`config.mk`:
```
export PLATFORM = sky130hd
export DESIGN_NAME = dtc_trim_cfg
export DESIGN_NICKNAME = d
export VERILOG_FILES = /design/src/inc/dtc_pkg.sv /design/src/inc/dtc_reg_if.sv /design/src/logic/dtc_reg_bank.sv /design/src/logic/dtc_trim_cfg.sv
export SDC_FILE = /design/constraint.sdc
export NUM_CORES = 1
export LEC_CHECK = 0
export BUFFER_PORTS_ARGS = -buffer_cell sky130_fd_sc_hd__buf_2
export CAP_MARGIN = 20
export CORE_ASPECT_RATIO = 1.1
export CORE_MARGIN = 1
export CORE_UTILIZATION = 30
export CTS_CLUSTER_SIZE = 25
export DETAILED_ROUTE_END_ITERATION = 6
export PLACE_DENSITY_LB_ADDON = 0.25
export SYNTH_ARGS = -nofsm -noshare
export SYNTH_HDL_FRONTEND = slang
export SYNTH_SLANG_ARGS = --single-unit
```
`constraint.sdc`:
```
create_clock -name i_sys_clk -period 3.3 [get_ports i_sys_clk]
set_clock_uncertainty 0.1 [all_clocks]
set_input_delay 0.99 -clock i_sys_clk [delete_from_list [all_inputs] [get_ports i_sys_clk]]
set_output_delay 0.99 -clock i_sys_clk [all_outputs]
set_load 0.01 [all_outputs]
```
`src/inc/dtc_pkg.sv`:
```
// Package for the DAC trim and calibration configuration bank.
// Assumes a single 125 MHz clock domain and an I2C control port.
package dtc_pkg;

  // ==========================================================
  // Control port identity and page
  // ==========================================================
  localparam logic [6:0] DTC_DEV_ADDR_DFLT = 7'h2a; // Arbitrary value
  localparam logic [7:0] DTC_PAGE_SEL_OFF  = 8'h00; // Page select register
  localparam logic [7:0] DTC_PAGE_NUM      = 8'hfd; // Page holding the bank
  localparam logic [7:0] DTC_PAGE_RST      = 8'h00;

  // ==========================================================
  // Register offsets
  // ==========================================================
  localparam int         DTC_NUM_REGS            = 7;
  localparam logic [7:0] DTC_OFFSET_CAL_FILTER_CTRL  = 8'h0b;
  localparam logic [7:0] DTC_DITHER_BOND_B_CTRL      = 8'h0c;
  localparam logic [7:0] DTC_DITHER_BOND_C_CTRL      = 8'h0d;
  localparam logic [7:0] DTC_SPEEDUP_CTRL            = 8'h0e;
  localparam logic [7:0] DTC_SHORT_DETECT_OFFSET_CTRL = 8'h0f;
  localparam logic [7:0] DTC_SHUFFLE_DITHER_POL_CTRL = 8'h10;
  localparam logic [7:0] DTC_DAC_SCALE_CTRL          = 8'h11;

  // Bank entry indices, offset minus the first offset
  localparam int DTC_IDX_CAL   = 0;
  localparam int DTC_IDX_DB    = 1;
  localparam int DTC_IDX_DC    = 2;
  localparam int DTC_IDX_SPD   = 3;
  localparam int DTC_IDX_SHORT = 4;
  localparam int DTC_IDX_SHUF  = 5;
  localparam int DTC_IDX_SCALE = 6;

  // ==========================================================
  // Reset values, entry 6 first
  // ==========================================================
  localparam logic [DTC_NUM_REGS-1:0][7:0] DTC_CFG_RST =
    {8'h00, 8'h20, 8'h10, 8'h00, 8'h00, 8'h00, 8'h00};

  // ==========================================================
  // Field positions
  // ==========================================================
  localparam int DTC_DITHER_BIT      = 7;
  localparam int DTC_CAL_BYPASS_BIT  = 4;
  localparam int DTC_CAL_FULL_BIT    = 3;
  localparam int DTC_CAL_AVG_BIT     = 2;
  localparam int DTC_CAL_FINE_BIT    = 1;
  localparam int DTC_CAL_POST_BIT    = 0;
  localparam int DTC_CLK_MISS_BIT    = 4;
  localparam int DTC_ANA_SEQ_BIT     = 0;
  localparam int DTC_SHORT_OFF_BIT   = 4;
  localparam int DTC_LATER_OFS_BIT   = 0;
  localparam int DTC_SHUF_LSB        = 4;
  localparam int DTC_SEC_SIGN_BIT    = 0;
  localparam int DTC_LEFT_SCALE_BIT  = 7;
  localparam int DTC_RIGHT_SCALE_BIT = 3;

  // ==========================================================
  // Calibration step counts and shuffle codes
  // ==========================================================
  localparam logic [6:0] DTC_COARSE_STEPS_FINE = 7'd64;
  localparam logic [6:0] DTC_COARSE_STEPS_ONLY = 7'd96;
  localparam logic [5:0] DTC_FINE_STEPS        = 6'd32;
  localparam logic [5:0] DTC_FINE_STEPS_NONE   = 6'd0;
  localparam logic [1:0] DTC_SHUF_INTERNAL     = 2'h1;
  localparam logic [1:0] DTC_SHUF_GLOBAL       = 2'h2;

  // ==========================================================
  // Types
  // ==========================================================
  typedef enum logic [1:0] {
    DTC_BOND_RESERVED = 2'h0,
    DTC_BOND_MID      = 2'h1,
    DTC_BOND_HIGH     = 2'h2,
    DTC_BOND_NONE     = 2'h3
  } dtc_bond_t;

  typedef enum logic [2:0] {
    DTC_ST_IDLE, DTC_ST_ADDR, DTC_ST_SUB, DTC_ST_WR, DTC_ST_ACK, DTC_ST_RD, DTC_ST_RACK
  } dtc_i2c_st_t;

endpackage

```
`src/inc/dtc_reg_if.sv`:
```
// Register access carrier between the control port and the bank.
// Assumes both ends sit on the same clock.
`timescale 1ns/100ps
interface dtc_reg_if;
  import dtc_pkg::*;

  // ==========================================================
  // Access and register images
  // ==========================================================
  logic [7:0]                   addr;
  logic [7:0]                   wdata;
  logic                         wr;
  logic [7:0]                   rdata;
  logic [DTC_NUM_REGS-1:0][7:0] cfg;

  modport master (output addr, output wdata, output wr, input rdata, input cfg);
  modport bank   (input addr, input wdata, input wr, output rdata, output cfg);
endinterface

```
`src/logic/dtc_reg_bank.sv`:
```
// Paged storage for the seven configuration registers plus page select.
// Assumes one-cycle write strobes from the control port.
`timescale 1ns/100ps
module dtc_reg_bank
  import dtc_pkg::*;
(
  // Clock and reset
  input  wire logic i_sys_clk,
  input  wire logic i_arst_n,
  // Register access
  dtc_reg_if.bank   rif
);

  // ==========================================================
  // State
  // ==========================================================
  typedef struct packed {
    logic [7:0]                   page;
    logic [DTC_NUM_REGS-1:0][7:0] cfg;
  } dtc_bank_t;

  dtc_bank_t             bank_r;
  dtc_bank_t             bank_nxt;
  logic [DTC_NUM_REGS-1:0] hit;
  logic                  page_ok;

  assign page_ok = (bank_r.page == DTC_PAGE_NUM);

  // Per-entry address match on the bank page
  for (genvar i = 0; i < DTC_NUM_REGS; i++) begin : g_hit
    assign hit[i] = page_ok && (rif.addr == DTC_OFFSET_CAL_FILTER_CTRL + 8'(i));
  end

  // Writes and read mux; unmapped reads return zero
  always_comb begin
    bank_nxt  = bank_r;
    rif.rdata = 8'h00;
    if (rif.addr == DTC_PAGE_SEL_OFF) begin
      rif.rdata = bank_r.page;
      if (rif.wr) begin
        bank_nxt.page = rif.wdata;
      end
    end
    for (int i = 0; i < DTC_NUM_REGS; i++) begin
      if (hit[i]) begin
        rif.rdata = bank_r.cfg[i];
        if (rif.wr) begin
          bank_nxt.cfg[i] = rif.wdata;
        end
      end
    end
  end

  // Register the bank
  always_ff @(posedge i_sys_clk or negedge i_arst_n) begin
    if (!i_arst_n) begin
      bank_r <= '{page: DTC_PAGE_RST, cfg: DTC_CFG_RST};
    end else begin
      bank_r <= bank_nxt;
    end
  end

  assign rif.cfg = bank_r.cfg;

endmodule

```
`src/logic/dtc_trim_cfg.sv`:
```
// DAC trim and calibration configuration: I2C slave plus control decode.
// Assumes SCL and SDA already synchronous to i_sys_clk; SDA is open drain.
//
// Operation
// - Bypass bit set skips the calibration front-end filter, clear uses it.
// - Full-span clear runs filter in last half period, set whole period.
// - Filter-type bit picks majority decision at zero, averaging at one.
// - Fine disable clear: 64 coarse plus 32 fine steps; set: 96 coarse only.
// - Post-average disable picks integrator output instead of averaged result.
// - Three dither bits each act only under their matching bond option.
// - Two speed-up bits for clock-missing detection and analog sequence, reset zero.
// - Short detection control is inverted and resets to disabled.
// - Later offset cancellation disable bit resets clear, cancellation enabled.
// - Shuffle field: 0 and 3 none, 1 internal, 2 global.
// - One bit selects positive or negative four percent secondary dither.
// - Two bits set left and right secondary-to-primary scaling.
`timescale 1ns/100ps
module dtc_trim_cfg
  import dtc_pkg::*;
#(
  parameter logic [6:0] DEV_ADDR = DTC_DEV_ADDR_DFLT
) (
  // Clock and reset
  input  wire logic       i_sys_clk,
  input  wire logic       i_arst_n,
  // I2C control port
  input  wire logic       i_scl,
  input  wire logic       i_sda,
  output logic            o_sda_out,
  output logic            o_sda_oe_n,
  // Bond option of the part
  input  wire logic [1:0] i_bond_sel,
  // Offset calibration controls
  output logic            o_cal_filter_bypass,
  output logic            o_cal_filter_full_span,
  output logic            o_cal_filter_averaging,
  output logic            o_cal_fine_disable,
  output logic [6:0]      o_cal_coarse_steps,
  output logic [5:0]      o_cal_fine_steps,
  output logic            o_cal_post_avg_disable,
  // Dither and bond controls
  output logic            o_dither_reserved_bond,
  output logic            o_dither_bond_mid,
  output logic            o_dither_bond_high,
  output logic            o_dither_adjust,
  output logic            o_secondary_dither_sign,
  // Speed-up and protection controls
  output logic            o_clk_missing_speedup,
  output logic            o_analog_seq_speedup,
  output logic            o_short_detect_off_n,
  output logic            o_short_detect_en,
  output logic            o_later_offset_cancel_off,
  // DWA shuffle and scaling
  output logic [1:0]      o_dwa_shuffle_sel,
  output logic            o_dwa_shuffle_internal,
  output logic            o_dwa_shuffle_global,
  output logic            o_left_sec_scale,
  output logic            o_right_sec_scale
);

  // ==========================================================
  // Register bank
  // ==========================================================
  dtc_reg_if rif ();

  dtc_reg_bank u_bank (
    .i_sys_clk (i_sys_clk),
    .i_arst_n  (i_arst_n),
    .rif       (rif)
  );

  // ==========================================================
  // I2C slave state
  // ==========================================================
  typedef struct packed {
    dtc_i2c_st_t st;
    dtc_i2c_st_t after;
    logic [3:0]  cnt;
    logic [7:0]  shreg;
    logic [7:0]  ptr;
    logic        drive;
    logic        acked;
    logic        scl_q;
    logic        sda_q;
  } dtc_i2c_t;

  dtc_i2c_t   i2c_r;
  dtc_i2c_t   i2c_nxt;
  logic       scl_rise;
  logic       scl_fall;
  logic       start_cond;
  logic       stop_cond;
  logic       byte_done;
  logic       wr_stb;

  // Bus conditions seen against the previous sample
  assign scl_rise   = i_scl && !i2c_r.scl_q;
  assign scl_fall   = !i_scl && i2c_r.scl_q;
  assign start_cond = i_scl && i2c_r.scl_q && i2c_r.sda_q && !i_sda;
  assign stop_cond  = i_scl && i2c_r.scl_q && !i2c_r.sda_q && i_sda;
  assign byte_done  = scl_fall && (i2c_r.cnt == 4'd8);

  // Next state of the slave
  always_comb begin
    i2c_nxt       = i2c_r;
    i2c_nxt.scl_q = i_scl;
    i2c_nxt.sda_q = i_sda;
    wr_stb        = 1'b0;
    if (start_cond) begin
      i2c_nxt.st    = DTC_ST_ADDR;
      i2c_nxt.cnt   = 4'd0;
      i2c_nxt.drive = 1'b0;
    end else if (stop_cond) begin
      i2c_nxt.st    = DTC_ST_IDLE;
      i2c_nxt.drive = 1'b0;
    end else begin
      unique case (i2c_r.st)
        DTC_ST_IDLE: begin
          i2c_nxt.drive = 1'b0;
        end
        DTC_ST_ADDR, DTC_ST_SUB, DTC_ST_WR: begin
          // Shift in on rising SCL, act on the falling edge after bit 8
          if (scl_rise) begin
            i2c_nxt.shreg = {i2c_r.shreg[6:0], i_sda};
            i2c_nxt.cnt   = i2c_r.cnt + 4'd1;
          end
          if (byte_done) begin
            i2c_nxt.cnt   = 4'd0;
            i2c_nxt.drive = 1'b1;
            i2c_nxt.st    = DTC_ST_ACK;
            i2c_nxt.after = DTC_ST_WR;
            if (i2c_r.st == DTC_ST_ADDR) begin
              if (i2c_r.shreg[7:1] != DEV_ADDR) begin
                i2c_nxt.drive = 1'b0;
                i2c_nxt.st    = DTC_ST_IDLE;
              end else if (i2c_r.shreg[0]) begin
                i2c_nxt.after = DTC_ST_RD;
                i2c_nxt.shreg = rif.rdata;
                i2c_nxt.ptr   = i2c_r.ptr + 8'd1;
              end else begin
                i2c_nxt.after = DTC_ST_SUB;
              end
            end else if (i2c_r.st == DTC_ST_SUB) begin
              i2c_nxt.ptr = i2c_r.shreg;
            end else begin
              wr_stb      = 1'b1;
              i2c_nxt.ptr = i2c_r.ptr + 8'd1;
            end
          end
        end
        DTC_ST_ACK: begin
          // Release after the acknowledge clock, or present the first read bit
          if (scl_fall) begin
            i2c_nxt.st    = i2c_r.after;
            i2c_nxt.drive = 1'b0;
            i2c_nxt.cnt   = 4'd0;
            if (i2c_r.after == DTC_ST_RD) begin
              i2c_nxt.drive = !i2c_r.shreg[7];
              i2c_nxt.cnt   = 4'd1;
            end
          end
        end
        DTC_ST_RD: begin
          // Next data bit on each falling SCL
          if (scl_fall) begin
            if (i2c_r.cnt == 4'd8) begin
              i2c_nxt.st    = DTC_ST_RACK;
              i2c_nxt.drive = 1'b0;
              i2c_nxt.cnt   = 4'd0;
            end else begin
              i2c_nxt.shreg = {i2c_r.shreg[6:0], 1'b0};
              i2c_nxt.drive = !i2c_r.shreg[6];
              i2c_nxt.cnt   = i2c_r.cnt + 4'd1;
            end
          end
        end
        DTC_ST_RACK: begin
          // Master acknowledge fetches the next byte, a nack ends the read
          if (scl_rise) begin
            i2c_nxt.acked = !i_sda;
            if (!i_sda) begin
              i2c_nxt.shreg = rif.rdata;
              i2c_nxt.ptr   = i2c_r.ptr + 8'd1;
            end
          end
          if (scl_fall) begin
            i2c_nxt.st    = i2c_r.acked ? DTC_ST_RD : DTC_ST_IDLE;
            i2c_nxt.drive = i2c_r.acked && !i2c_r.shreg[7];
            i2c_nxt.cnt   = 4'd1;
          end
        end
      endcase
    end
  end

  // Register the slave state
  always_ff @(posedge i_sys_clk or negedge i_arst_n) begin
    if (!i_arst_n) begin
      i2c_r <= '{st: DTC_ST_IDLE, after: DTC_ST_IDLE, cnt: 4'h0, shreg: 8'h00,
                 ptr: 8'h00, drive: 1'b0, acked: 1'b0, scl_q: 1'b1, sda_q: 1'b1};
    end else begin
      i2c_r <= i2c_nxt;
    end
  end

  // Bank access at the current pointer
  assign rif.addr  = i2c_r.ptr;
  assign rif.wdata = i2c_r.shreg;
  assign rif.wr    = wr_stb;

  // Open-drain pin: only ever pulls low
  assign o_sda_out  = 1'b0;
  assign o_sda_oe_n = !i2c_r.drive;

  // ==========================================================
  // Offset calibration controls
  // ==========================================================
  assign o_cal_filter_bypass    = rif.cfg[DTC_IDX_CAL][DTC_CAL_BYPASS_BIT];
  assign o_cal_filter_full_span = rif.cfg[DTC_IDX_CAL][DTC_CAL_FULL_BIT];
  assign o_cal_filter_averaging = rif.cfg[DTC_IDX_CAL][DTC_CAL_AVG_BIT];
  assign o_cal_fine_disable     = rif.cfg[DTC_IDX_CAL][DTC_CAL_FINE_BIT];
  assign o_cal_post_avg_disable = rif.cfg[DTC_IDX_CAL][DTC_CAL_POST_BIT];

  // Step counts of the calibration sequence
  assign o_cal_coarse_steps = o_cal_fine_disable ? DTC_COARSE_STEPS_ONLY : DTC_COARSE_STEPS_FINE;
  assign o_cal_fine_steps   = o_cal_fine_disable ? DTC_FINE_STEPS_NONE : DTC_FINE_STEPS;

  // ==========================================================
  // Dither controls
  // ==========================================================
  assign o_dither_reserved_bond  = rif.cfg[DTC_IDX_CAL][DTC_DITHER_BIT];
  assign o_dither_bond_mid       = rif.cfg[DTC_IDX_DB][DTC_DITHER_BIT];
  assign o_dither_bond_high      = rif.cfg[DTC_IDX_DC][DTC_DITHER_BIT];
  assign o_secondary_dither_sign = rif.cfg[DTC_IDX_SHUF][DTC_SEC_SIGN_BIT];

  // Only the setting of the fitted bond option reaches the modulator
  always_comb begin
    unique case (dtc_bond_t'(i_bond_sel))
      DTC_BOND_RESERVED: o_dither_adjust = o_dither_reserved_bond;
      DTC_BOND_MID:      o_dither_adjust = o_dither_bond_mid;
      DTC_BOND_HIGH:     o_dither_adjust = o_dither_bond_high;
      DTC_BOND_NONE:     o_dither_adjust = 1'b0;
    endcase
  end

  // ==========================================================
  // Speed-up and protection controls
  // ==========================================================
  assign o_clk_missing_speedup     = rif.cfg[DTC_IDX_SPD][DTC_CLK_MISS_BIT];
  assign o_analog_seq_speedup      = rif.cfg[DTC_IDX_SPD][DTC_ANA_SEQ_BIT];
  assign o_short_detect_off_n      = rif.cfg[DTC_IDX_SHORT][DTC_SHORT_OFF_BIT];
  assign o_short_detect_en         = !o_short_detect_off_n;
  assign o_later_offset_cancel_off = rif.cfg[DTC_IDX_SHORT][DTC_LATER_OFS_BIT];

  // ==========================================================
  // DWA shuffle and scaling
  // ==========================================================
  assign o_dwa_shuffle_sel      = rif.cfg[DTC_IDX_SHUF][DTC_SHUF_LSB+1:DTC_SHUF_LSB];
  assign o_dwa_shuffle_internal = (o_dwa_shuffle_sel == DTC_SHUF_INTERNAL);
  assign o_dwa_shuffle_global   = (o_dwa_shuffle_sel == DTC_SHUF_GLOBAL);
  assign o_left_sec_scale       = rif.cfg[DTC_IDX_SCALE][DTC_LEFT_SCALE_BIT];
  assign o_right_sec_scale      = rif.cfg[DTC_IDX_SCALE][DTC_RIGHT_SCALE_BIT];

endmodule

```
-- Word level (Yosys, flattened, before mapping)
Cells that the tools add are included.
- flip-flop bits (word level): 94
- bits in latches: 0
- RAM bits: 0
- ROM bits: 0
- logic and storage cells: 168
- memories kept: 0
- add/subtract/negate cells: 2
- multiply operators: 0
- divide/modulo/power cells: 0
- $lt $le $gt $ge: 0
- equal/unequal tests: 39
- shifts and indexed selects: 0
- multiplexer cells: 61
- bitwise operators: 2
- reduce and logical (&&, ||, !) cells: 47
- operators by type and width (kind ; number):
    $mux W8 ; 12
    $mux W16 ; 4
    $mux W12 ; 4
    $eq A8 B4 Y1 const B ; 5
    $mux W3 ; 10
    $mux W27 ; 1
    $ne A4 B4 Y1 const B ; 6
    $pmux W8 S3 ; 1
    $mux W20 ; 1
    $mux W6 ; 3
    $eq A8 B5 Y1 const B ; 2
    $logic_and A1 B1 Y1 ; 16
    $mux W1 ; 16
    $mux W4 ; 4
    $pmux W4 S4 ; 1
    $pmux W8 S2 ; 1
    $reduce_and A2 Y1 ; 8
    $ne A3 B3 Y1 const B ; 5
    $eq A3 B3 Y1 const B ; 4
    $ne A2 B2 Y1 const B ; 6
    $pmux W3 S4 ; 1
    $reduce_and A4 Y1 ; 3
    $reduce_and A6 Y1 ; 2
    $add A8 B1 Y8 const B ; 1
    22 further kinds ; 34

-- Depth between registers and ports, before layout
Gate-level depths: netlist of the first run.
- depth after elaboration: 16
- depth in mapped cells: 11
- gate-level depth less buffers: 8

-- Cells and area by module
From an unflattened synthesis of the first run, not the netlist that was laid out.
- cell total of the unflattened synthesis: 590
- area, all modules: 5793.1 um^2
- modules (own cells, without submodules) (module ; times used ; cells an instance ; area an instance (um^2) ; seq. area each (um^2)):
    dtc_reg_bank ; 1 ; 295 ; 3453.3 ; 1604.0
    dtc_trim_cfg ; 1 ; 295 ; 2339.7 ; 753.2

-- Worst setup path after synthesis of the first run
Ideal clock, no wire load.
- path kind: in2reg
- start point: input port i_scl
- end point: register i2c_r (netlist bit rif.addr[0])
- setup time: 0.131 ns
- data arrival time: 2.322 ns
- required time: 3.069 ns
- path slack: 0.747 ns
- stages: 8
- buffers on the path: 2
- cell sequence: nor2b_1 -> nand2_1 -> clkbuf_1 -> o32ai_1 -> nand2_1 -> clkbuf_1 -> a211oi_1 -> a21oi_1
- word-level cells in the longest chain between the ends: 5
- elaborated cells between the ends (all ways): 14
- classes of those cells: 2 x eq/ne; 2 x bitwise; 10 x reduce/logical
- RTL lines (element ; line ; RTL):
    from (decl) ; dtc_trim_cfg.sv:27 ; input wire logic i_scl,
    $logic_not A1 Y1 or $logic_and A1 B1 Y1 (tied branches) ; dtc_trim_cfg.sv:98, dtc_trim_cfg.sv:99, dtc_trim_cfg.sv:100 ;
    $logic_and A1 B1 Y1 (on tied branches) ; dtc_trim_cfg.sv:98, dtc_trim_cfg.sv:99, dtc_trim_cfg.sv:100 ;
    $logic_and A1 B1 Y1 (on tied branches) ; dtc_trim_cfg.sv:101, dtc_trim_cfg.sv:99, dtc_trim_cfg.sv:100 ;
    $ne A2 B2 Y1 (no line) or $not A1 Y1 (tied branches) ; -- ;
    $reduce_and A8 Y1 (no line) * ; -- ;
    to (signal assigned) ; dtc_trim_cfg.sv:199 ; i2c_r <= '{st: DTC_ST_IDLE, after: DTC_ST_IDLE, cnt: 4'h0, shreg: 8'h00,
    to (signal assigned) ; dtc_trim_cfg.sv:202 ; i2c_r <= i2c_nxt;
    to (decl) ; dtc_trim_cfg.sv:87 ; dtc_i2c_t i2c_r;
Mark *: on every way between the ends. The rest lies on a longest branch, timed or not.
A chain may end at the register's enable or synchronous reset.

-- Final worst setup path of the first run
- start point: register i2c_r (netlist bit rif.wdata[1])
- end point: register i2c_r (netlist bit rif.wdata[4])
- word-level cells in the longest chain between the ends: 5
- RTL lines (element ; line ; RTL):
    $ne A7 B6 Y1 ; dtc_trim_cfg.sv:133 ; if (i2c_r.shreg[7:1] != DEV_ADDR) begin
    $mux W16 ; dtc_trim_cfg.sv:133 ;
    $mux W8 ; dtc_trim_cfg.sv:132 ; if (i2c_r.st == DTC_ST_ADDR) begin
    $mux W27 ; dtc_trim_cfg.sv:127 ; if (byte_done) begin
    $pmux W8 S3 ; dtc_trim_cfg.sv:117 ; unique case (i2c_r.st)
Every way passes these cells. The select of a mux whose other input is x is not followed.

==> impl_metrics.ini, run 1 <==
[flow_run]
drv_cap = 0

[final_layout]
fin_nets = 616
n_antenna_cell = 0
finalInstanceArea_sq_um = 6280
drive_gt1_share_pct = 24.3
syn2layout_area_growth_pct = 13.1

[cts]
tritoncts = yes
cts_resized = 0
clk_pin_slew_ns = 0.07
clk_latency_ns = 0.36
cts-root-buf = clkbuf_16
numCtsBuffers = 9
hold_buffers = 0
clock-sinks = 94
ctsLongestPathBuffers = 2
post_cts.repair.setup_buffers = 0
cts_max_level = 3

[setup_path]
critPathTopFamily = simple AND/OR/NAND/NOR gates
crit_path_cell_trace = nor4b_1 -> nand4_1 -> nor2_1 -> nor2_1 -> a221oi_1 -> a41oi_1
slowest_stage = nor4b_1
cp_data_arrival_time_ns = 2.96
critPathMaxStageDelay_ns = 0.84
critPathBufInv = 0
cp-start-kind = register
cpMostUsedCell = nor2_1
worstPathMaxFanout = 4
required_ns = 3.42
endpoint_kind = register
criticalPathCategory = reg -> reg

[global_routing]
grt_pass1_wl_microns = 24700
overflow = 0
grtUsageTotal_pct = 16.9
grt_max_degree = 57
first_global_vias = 4366
antenna_found_initial = 0

[status]
status = finished clean

[synth]
async_reset_ff_share_pct = 100
synth.most_common_cell = dfrtp_1
yosysWarningCount = 0
synth-seq-cells = 94
synth_top_cells_by_area = dfrtp_1 (41%), mux2_2 (13%), a21oi_1 (3.3%)
synth-edff-count = 0
seq_area_frac_synth_pct = 42.4
synthesis.area_sq_um = 5560
ys_top_cells_by_count = dfrtp_1 (90), mux2_2 (64), nand2_1 (48)
syn_avg_cell_area_sq_um = 9.51
yosysUniqueCellTypes = 65
synth.top_cell.area_share_pct = 40.5
ys.flop_type = dfrtp_1
syn_inst = 584
yosys.area.top_type = dfrtp_1

[placed_design]
placed_area_sq_um = 5960
gp_congestion = 0.809
place_hpwl_microns = 11000
io_buffers = 29
place_worst_setup_slack_ns = 0.233

[routing]
totalWireLength_microns = 15700
via_count = 4612
ant_nets = 0
wire_per_inst_microns = 18.6
firstDrtPassIters = 5
viasPerCell = 5.45
drcViolationCount = 0
drt_iter0_markers = 348

[floorplan]
start_util_pct = 31.0
coreArea_sq_um = 17900
die_w_microns = 132
fp-row-count = 51
design.die.area_sq_um = 19100
pin_count = 42
die_height_microns = 145

[power_and_ir_drop]
power.leakage_nw = 2.74
ir_drop_uv = 255
powerDensity_nw_per_um2 = 513
finalPower_w = 0.00322

[sta]
drv_slew = 0
finalCriticalPeriod_ns = 2.84
relSlewSlack_pct = 35.4
finalSetupViolCount = 0
timing_hold_violations_final = 0
fmax_mhz = 352
worst_slack_ns = 0.462
rsz0062_at_grt = false
fin_crit_sh_pct = 86.0
fin_tns_setup_ns = 0
tightest_slew_ns = 0.956

[worst_hold_path]
hp-class = reg -> reg
## cells in the final DEF, fill, tap and decap left out, drive strengths merged, types with 3 or more instances in the layout
master / n
o21a: 3
nand2b: 8
a41oi: 4
o21ai: 35
a221oi: 4
ha: 6
nor3b: 6
nor2b: 16
a32o: 8
conb: 12
nor3: 14
and2: 3
dfrtp: 90
a31o: 4
and3: 5
dfstp: 4
a211oi: 12
nand3b: 3
o21bai: 3
a22o: 3
buf: 51
nor4: 5
inv: 20
or2: 5
nand2: 48
o22ai: 12
a32oi: 3
mux2: 64
nand3: 11
o31ai: 6
nand4: 8
a21oi: 37
nor4b: 4
clkbuf: 11
a31oi: 5
nor2: 40
## final timing paths
path	slack (ns)	from	to	cells past startpoint
max	0.46	rif.wdata[1]	rif.wdata[4]	6
min	0.41	u_bank.rif.cfg[26]	u_bank.rif.cfg[26]	1
max reg2reg	0.46	rif.wdata[1]	rif.wdata[4]	6
min reg2reg	0.41	u_bank.rif.cfg[26]	u_bank.rif.cfg[26]	1
max in group asynchronous	1.85	i_arst_n	u_bank.rif.cfg[36]	2
min in group asynchronous	0.50	i_arst_n	u_bank.bank_r[58]	1
## cells by family after synthesis
logic type      count (synthesis)  share of synthesized area [%]
compound gates                161                           19.3
xor+xnor                        1                          0.158
fa+ha+maj                       6                           1.35
buf+inv                        70                           5.76
flops                          94                           42.4
mux                            66                           13.3
other cells                     2                          0.135
simple gates                  184                           17.6
## stage by stage
stage | instances | hold WS [ns] | utilization (%)
finish | 847 | 0.407 | 35.0
global route | 847 | 0.414 | 35.0
CTS | 847 | 0.408 | 35.0
detailed placement | 831 | 0.393 | 33.3
global placement | 831 | 0.387 | 33.3
floorplan | 594 | 0.374 | -
## per-layer routing
metal	part of all wire [%]	vias to the layer above	track usage, %
met2	48	102	28.0
met1	45	2322	21.6
met3	3.2	27	1.99
met5	0	-	0
met4	3.5	0	9.61
li1	-	2161	-
## power breakdown
part           leakage (nW)  internal, W  switching [W]  total [W]
clock network         0.157     0.000637       0.000491    0.00113
logic                  1.32     0.000265       0.000563   0.000829
registers              1.27      0.00121      0.0000547    0.00127
## layout make-up
cell class                 count  area (sq um)
clock inverter                 5          65.1
timing repair buffer          51           325
multi-input combinational    430          2920
inverter                      18          67.6
sequential                    94          2360
clock buffer                  11           253
fill                        1821         11600
tap                          238           298
## flip-flops by register name, indices dropped and copies added, names as in the netlist
| register | flops |
|---|---|
| i2c_r | 14 |
| rif.addr | 8 |
| rif.wdata | 8 |
| u_bank.bank_r | 8 |
| u_bank.rif.cfg | 56 |
Note: power is estimated with default switching activity, not from simulation.
==> run 2: changes to the inputs <==
- PLACE_DENSITY_LB_ADDON: 0.25 -> not set
==> run 2 against run 1 <==
Net effect: die area did not move; total power fell by 3.5%; count of clock-buffer cells in the layout unchanged; critical path depth unchanged; critical path type unchanged; critical endpoint is now u_bank.rif.cfg[33]; highest routed layer unchanged.
==> impl_metrics.ini, run 2 (synthesis gave the netlist of run 1 again) <==
[status]
status = finished clean

[setup_path]
r2r_slack_ns = 0.57
critPathBufInv = 0
reg2reg_to = u_bank.rif.cfg[33]
worst-path-stages = 6
r2r-start = rif.addr[0]
cp-start-kind = register
slowest_stage = ha_1
cpMostUsedCell = nand2_1
critPathMaxStageDelay_ns = 0.48
endpoint_kind = register
criticalPathCategory = reg -> reg
crit_path_cell_trace = ha_1 -> and3_1 -> nand2_1 -> nor2_1 -> nand2_1 -> mux2_2
worstPathMaxFanout = 11
required_ns = 3.44
critPathTopFamily = simple AND/OR/NAND/NOR gates
r2r_cells = 6
cp_data_arrival_time_ns = 2.87

[routing]
wire_per_inst_microns = 17.2
drt_iter0_markers = 226
totalWireLength_microns = 14700
drcViolationCount = 0
via_count = 4535
viasPerCell = 5.32
firstDrtPassIters = 5
ant_nets = 0

[worst_hold_path]
hold_start = u_bank.rif.cfg[6]
hp-class = reg -> reg
whs_path_depth = 1
hold_end = u_bank.rif.cfg[6]

[final_layout]
fin_nets = 621
drive_gt1_share_pct = 24.6
n_antenna_cell = 0
num-fill-cells = 1821
syn2layout_area_growth_pct = 13.2
largest_reg_flops = 56
layout_commonest_cell = dfrtp_1
multi_input_comb_area_sq_um = 2920
finalInstanceArea_sq_um = 6290
instances_no_fill = 852
layout_common_cells = dfrtp_1 (90), mux2_2 (64), nand2_1 (48)
seqCellArea_sq_um = 2360

[power_and_ir_drop]
power.leakage_nw = 2.75
seqPwrFrac_pct = 40.7
intPower_w = 0.00207
powerDensity_nw_per_um2 = 495
combPwrFrac_pct = 26.4
clockPowerShare_pct = 32.9
ir_drop_uv = 213
p_sw_w = 0.00104
sw_frac_of_total_pct = 33.6

[cts]
ctsLongestPathBuffers = 2
cts_resized = 0
post_cts.repair.setup_buffers = 0
hold_buffers = 0
clk_latency_ns = 0.36
tritoncts = yes
clock-sinks = 94
clk_pin_slew_ns = 0.06
numCtsBuffers = 9
cts-root-buf = clkbuf_16
cts_max_level = 3

[floorplan]
pin_count = 42
fp-row-count = 51
design.die.area_sq_um = 19100
die_height_microns = 145
die_w_microns = 132
start_util_pct = 31.0
coreArea_sq_um = 17900

[global_routing]
grtUsageTotal_pct = 16.4
grt_pass1_wl_microns = 24100
grt_max_degree = 42
overflow = 0
first_global_vias = 4407
antenna_found_initial = 0

[placed_design]
placed_area_sq_um = 6000
gp_congestion = 0.865
dp_cells = 836
io_buffers = 29
place_hpwl_microns = 10200

[sta]
fmax_mhz = 367
rsz0062_at_grt = false
finalSetupViolCount = 0
timing_hold_violations_final = 0
tightest_slew_ns = 0.748
fin_crit_sh_pct = 82.6
finalCriticalPeriod_ns = 2.73
drv_slew = 0
fin_tns_setup_ns = 0
relSlewSlack_pct = 50.1

[flow_run]
drv_cap = 0
## run 2: worst max path at each step
stage	slack [ns]	startpoint	to
6_report	0.57	rif.addr[0]	u_bank.rif.cfg[33]
3_5_place_dp	0.22	i_scl	u_bank.rif.cfg[21]
2_1_floorplan	0.75	i_scl	rif.addr[0]
5_1_grt	0.34	rif.addr[0]	rif.wdata[7]
3_3_place_gp	0.31	i_scl	u_bank.rif.cfg[18]
4_1_cts	0.55	rif.addr[5]	u_bank.rif.cfg[21]
## run 2: worst reg2reg max path: cells and delay by family, from the launching register on
kind / cells / cell delay (ns)
DFF: 1 / 0.41
muxes: 1 / 0.37
adders and majority gates: 1 / 0.48
and+or+nand+nor: 4 / 1.26
## run 2: metal layers
layer / global-route usage, % / up-vias / wire (microns)
met3: 2.16 / 22 / 429
li1: - / 2179 / -
met5: 0 / - / 0
met2: 27.4 / 93 / 7160
met4: 8.08 / 0 / 368
met1: 21.1 / 2241 / 6730
## run 2: power by group through the flow
stage | registers [W] | clock network [W] | logic [W]
floorplan | 0.00128 | 0 | 0.000513
CTS | 0.00127 | 0.00105 | 0.000817
finish | 0.00127 | 0.00102 | 0.000821
global placement | 0.00129 | 0 | 0.000813
global route | 0.00128 | 0.00110 | 0.000899
detailed placement | 0.00129 | 0 | 0.000815
## run 2: stage by stage
stage          util, %  total power [W]  hold WS [ns]  setup slack [ns]
6_report          35.1          0.00311         0.403             0.574
5_1_grt           35.1          0.00327         0.421             0.338
4_1_cts           35.1          0.00314         0.408             0.555
3_5_place_dp      33.5          0.00210         0.393             0.222
3_3_place_gp      33.5          0.00210         0.389             0.305
2_1_floorplan        -          0.00179         0.374             0.747
## run 2: final cells by class
type / instances / area share, %
inverter: 18 / 1.07
multi-input combinational: 430 / 46.4
tap: 238 / 4.74
timing repair buffer: 56 / 5.77
sequential: 94 / 37.5
clock inverter: 5 / 0.836
clock buffer: 11 / 3.70
==> run 3: changes to the inputs <==
- clock period: 3.3 -> 2.77 ns (I/O delays scaled with it)
==> run 3 against run 2 <==
Net effect: critical path type unchanged; final area rose by 2.6%; final cell count rose by 1.8%; clock power rose by 37%.
==> impl_metrics.ini, run 3 (synthesis gave the netlist of run 1 again) <==
[global_routing]
grt_max_degree = 45
grt_pass1_wl_microns = 24400
antenna_found_initial = 0
first_global_vias = 4461
overflow = 0
grtUsageTotal_pct = 16.5

[cts]
cts_max_level = 3
clock-sinks = 94
tritoncts = yes
ctsLongestPathBuffers = 2
cts_resized = 0
clk_pin_slew_ns = 0.07
post_cts.repair.setup_buffers = 0
clk_latency_ns = 0.36
numCtsBuffers = 9
cts-root-buf = clkbuf_16
hold_buffers = 0

[routing]
dr_wl_met3_microns = 478
wl_met2_microns = 7230
drcViolationCount = 0
viasPerCell = 5.33
wire_per_inst_microns = 17.4
drt_iter0_markers = 294
firstDrtPassIters = 4
ant_nets = 0
top_layer = met4
wl_met1_microns = 7020
totalWireLength_microns = 15100
via_count = 4620

[setup_path]
r2r_cells = 6
reg2reg_to = rif.wdata[7]
worstPathMaxFanout = 6
criticalPathCategory = reg -> reg
endpoint_kind = register
cp-start-kind = register
cp_data_arrival_time_ns = 2.71
r2r-start = rif.addr[7]
r2r_slack_ns = 0.22
required_ns = 2.93

[sta]
finalSetupViolCount = 0
finalCriticalPeriod_ns = 2.55
drv_slew = 0
tightest_slew_ns = 0.559
rsz0062_at_grt = false
fmax_mhz = 393
fin_crit_sh_pct = 91.9
relSlewSlack_pct = 62.2
fin_tns_setup_ns = 0
timing_hold_violations_final = 0

[floorplan]
start_util_pct = 31.0
pin_count = 42
fp-row-count = 51
die_w_microns = 132
design.die.area_sq_um = 19100
coreArea_sq_um = 17900
die_height_microns = 145

[worst_hold_path]
hp-class = in -> async

[final_layout]
syn2layout_area_growth_pct = 16.1
num-fill-cells = 1795
drive_gt1_share_pct = 26.7
largest_reg_flops = 56
fin_util_pct = 36.0
n_antenna_cell = 0
fin_nets = 636
layout_common_cells = dfrtp_1 (90), mux2_2 (64), nand2_1 (48)
layout_commonest_cell = dfrtp_1

[placed_design]
io_buffers = 29
gp_congestion = 0.868
place_hpwl_microns = 10700

[power_and_ir_drop]
ir_drop_uv = 289
powerDensity_nw_per_um2 = 608
power.leakage_nw = 2.84

[status]
status = finished clean

[flow_run]
drv_cap = 0
-- run 3: worst max-delay path by stage --
stage / startpoint / cells after the start / to
floorplan: i_scl / 8 / rif.addr[0]
global placement: i_scl / 6 / rif.wdata[4]
detailed placement: i_scl / 6 / rif.wdata[4]
CTS: rif.addr[5] / 6 / rif.wdata[7]
global route: i2c_r[20] / 8 / rif.addr[5]
finish: rif.addr[7] / 6 / rif.wdata[7]
-- run 3: stage by stage --
step | area [sq um] | hold WS (ns) | setup slack, ns | instances | total power (W)
after floorplan | 5590 | 0.374 | 0.376 | 594 | 0.00214
after global placement | 6110 | 0.387 | 0.121 | 851 | 0.00254
after detailed placement | 6110 | 0.393 | 0.117 | 851 | 0.00254
after CTS | 6450 | 0.293 | 0.210 | 867 | 0.00394
after global routing | 6450 | 0.315 | 0.0869 | 867 | 0.00409
final | 6450 | 0.292 | 0.225 | 867 | 0.00392
-- run 3: worst max-delay path, stage by stage (launching register included) --
cell and delay (ns):
dfrtp_1 0.42, or4_1 0.66, nor4_4 0.47, a32o_1 0.18
o21ai_1 0.07, a311o_1 0.33, a211oi_1 0.23
-- run 3: report_power, final --
group / leakage (nW) / switching [W] / internal, W
Clock: 0.162 / 0.000556 / 0.000841
Sequential: 1.27 / 0.0000685 / 0.00144
Combinational: 1.41 / 0.000664 / 0.000346
Total: 2.84 / 0.00129 / 0.00263
-- run 3: layout make-up --
type | instances | area, sq um | area share [%]
sequential | 94 | 2360 | 36.6
clock inverter | 5 | 81.3 | 1.26
inverter | 18 | 67.6 | 1.05
tap | 238 | 298 | 4.62
clock buffer | 11 | 253 | 3.92
timing repair buffer | 71 | 475 | 7.37
multi-input combinational | 430 | 2920 | 45.2
-- run 3: per-layer routing --
| metal | GRT usage, % | vias up |
|---|---|---|
| li1 | - | 2210 |
| met1 | 21.4 | 2284 |
| met2 | 27.5 | 103 |
| met3 | 2.54 | 23 |
| met4 | 7.10 | 0 |
| met5 | 0 | - |
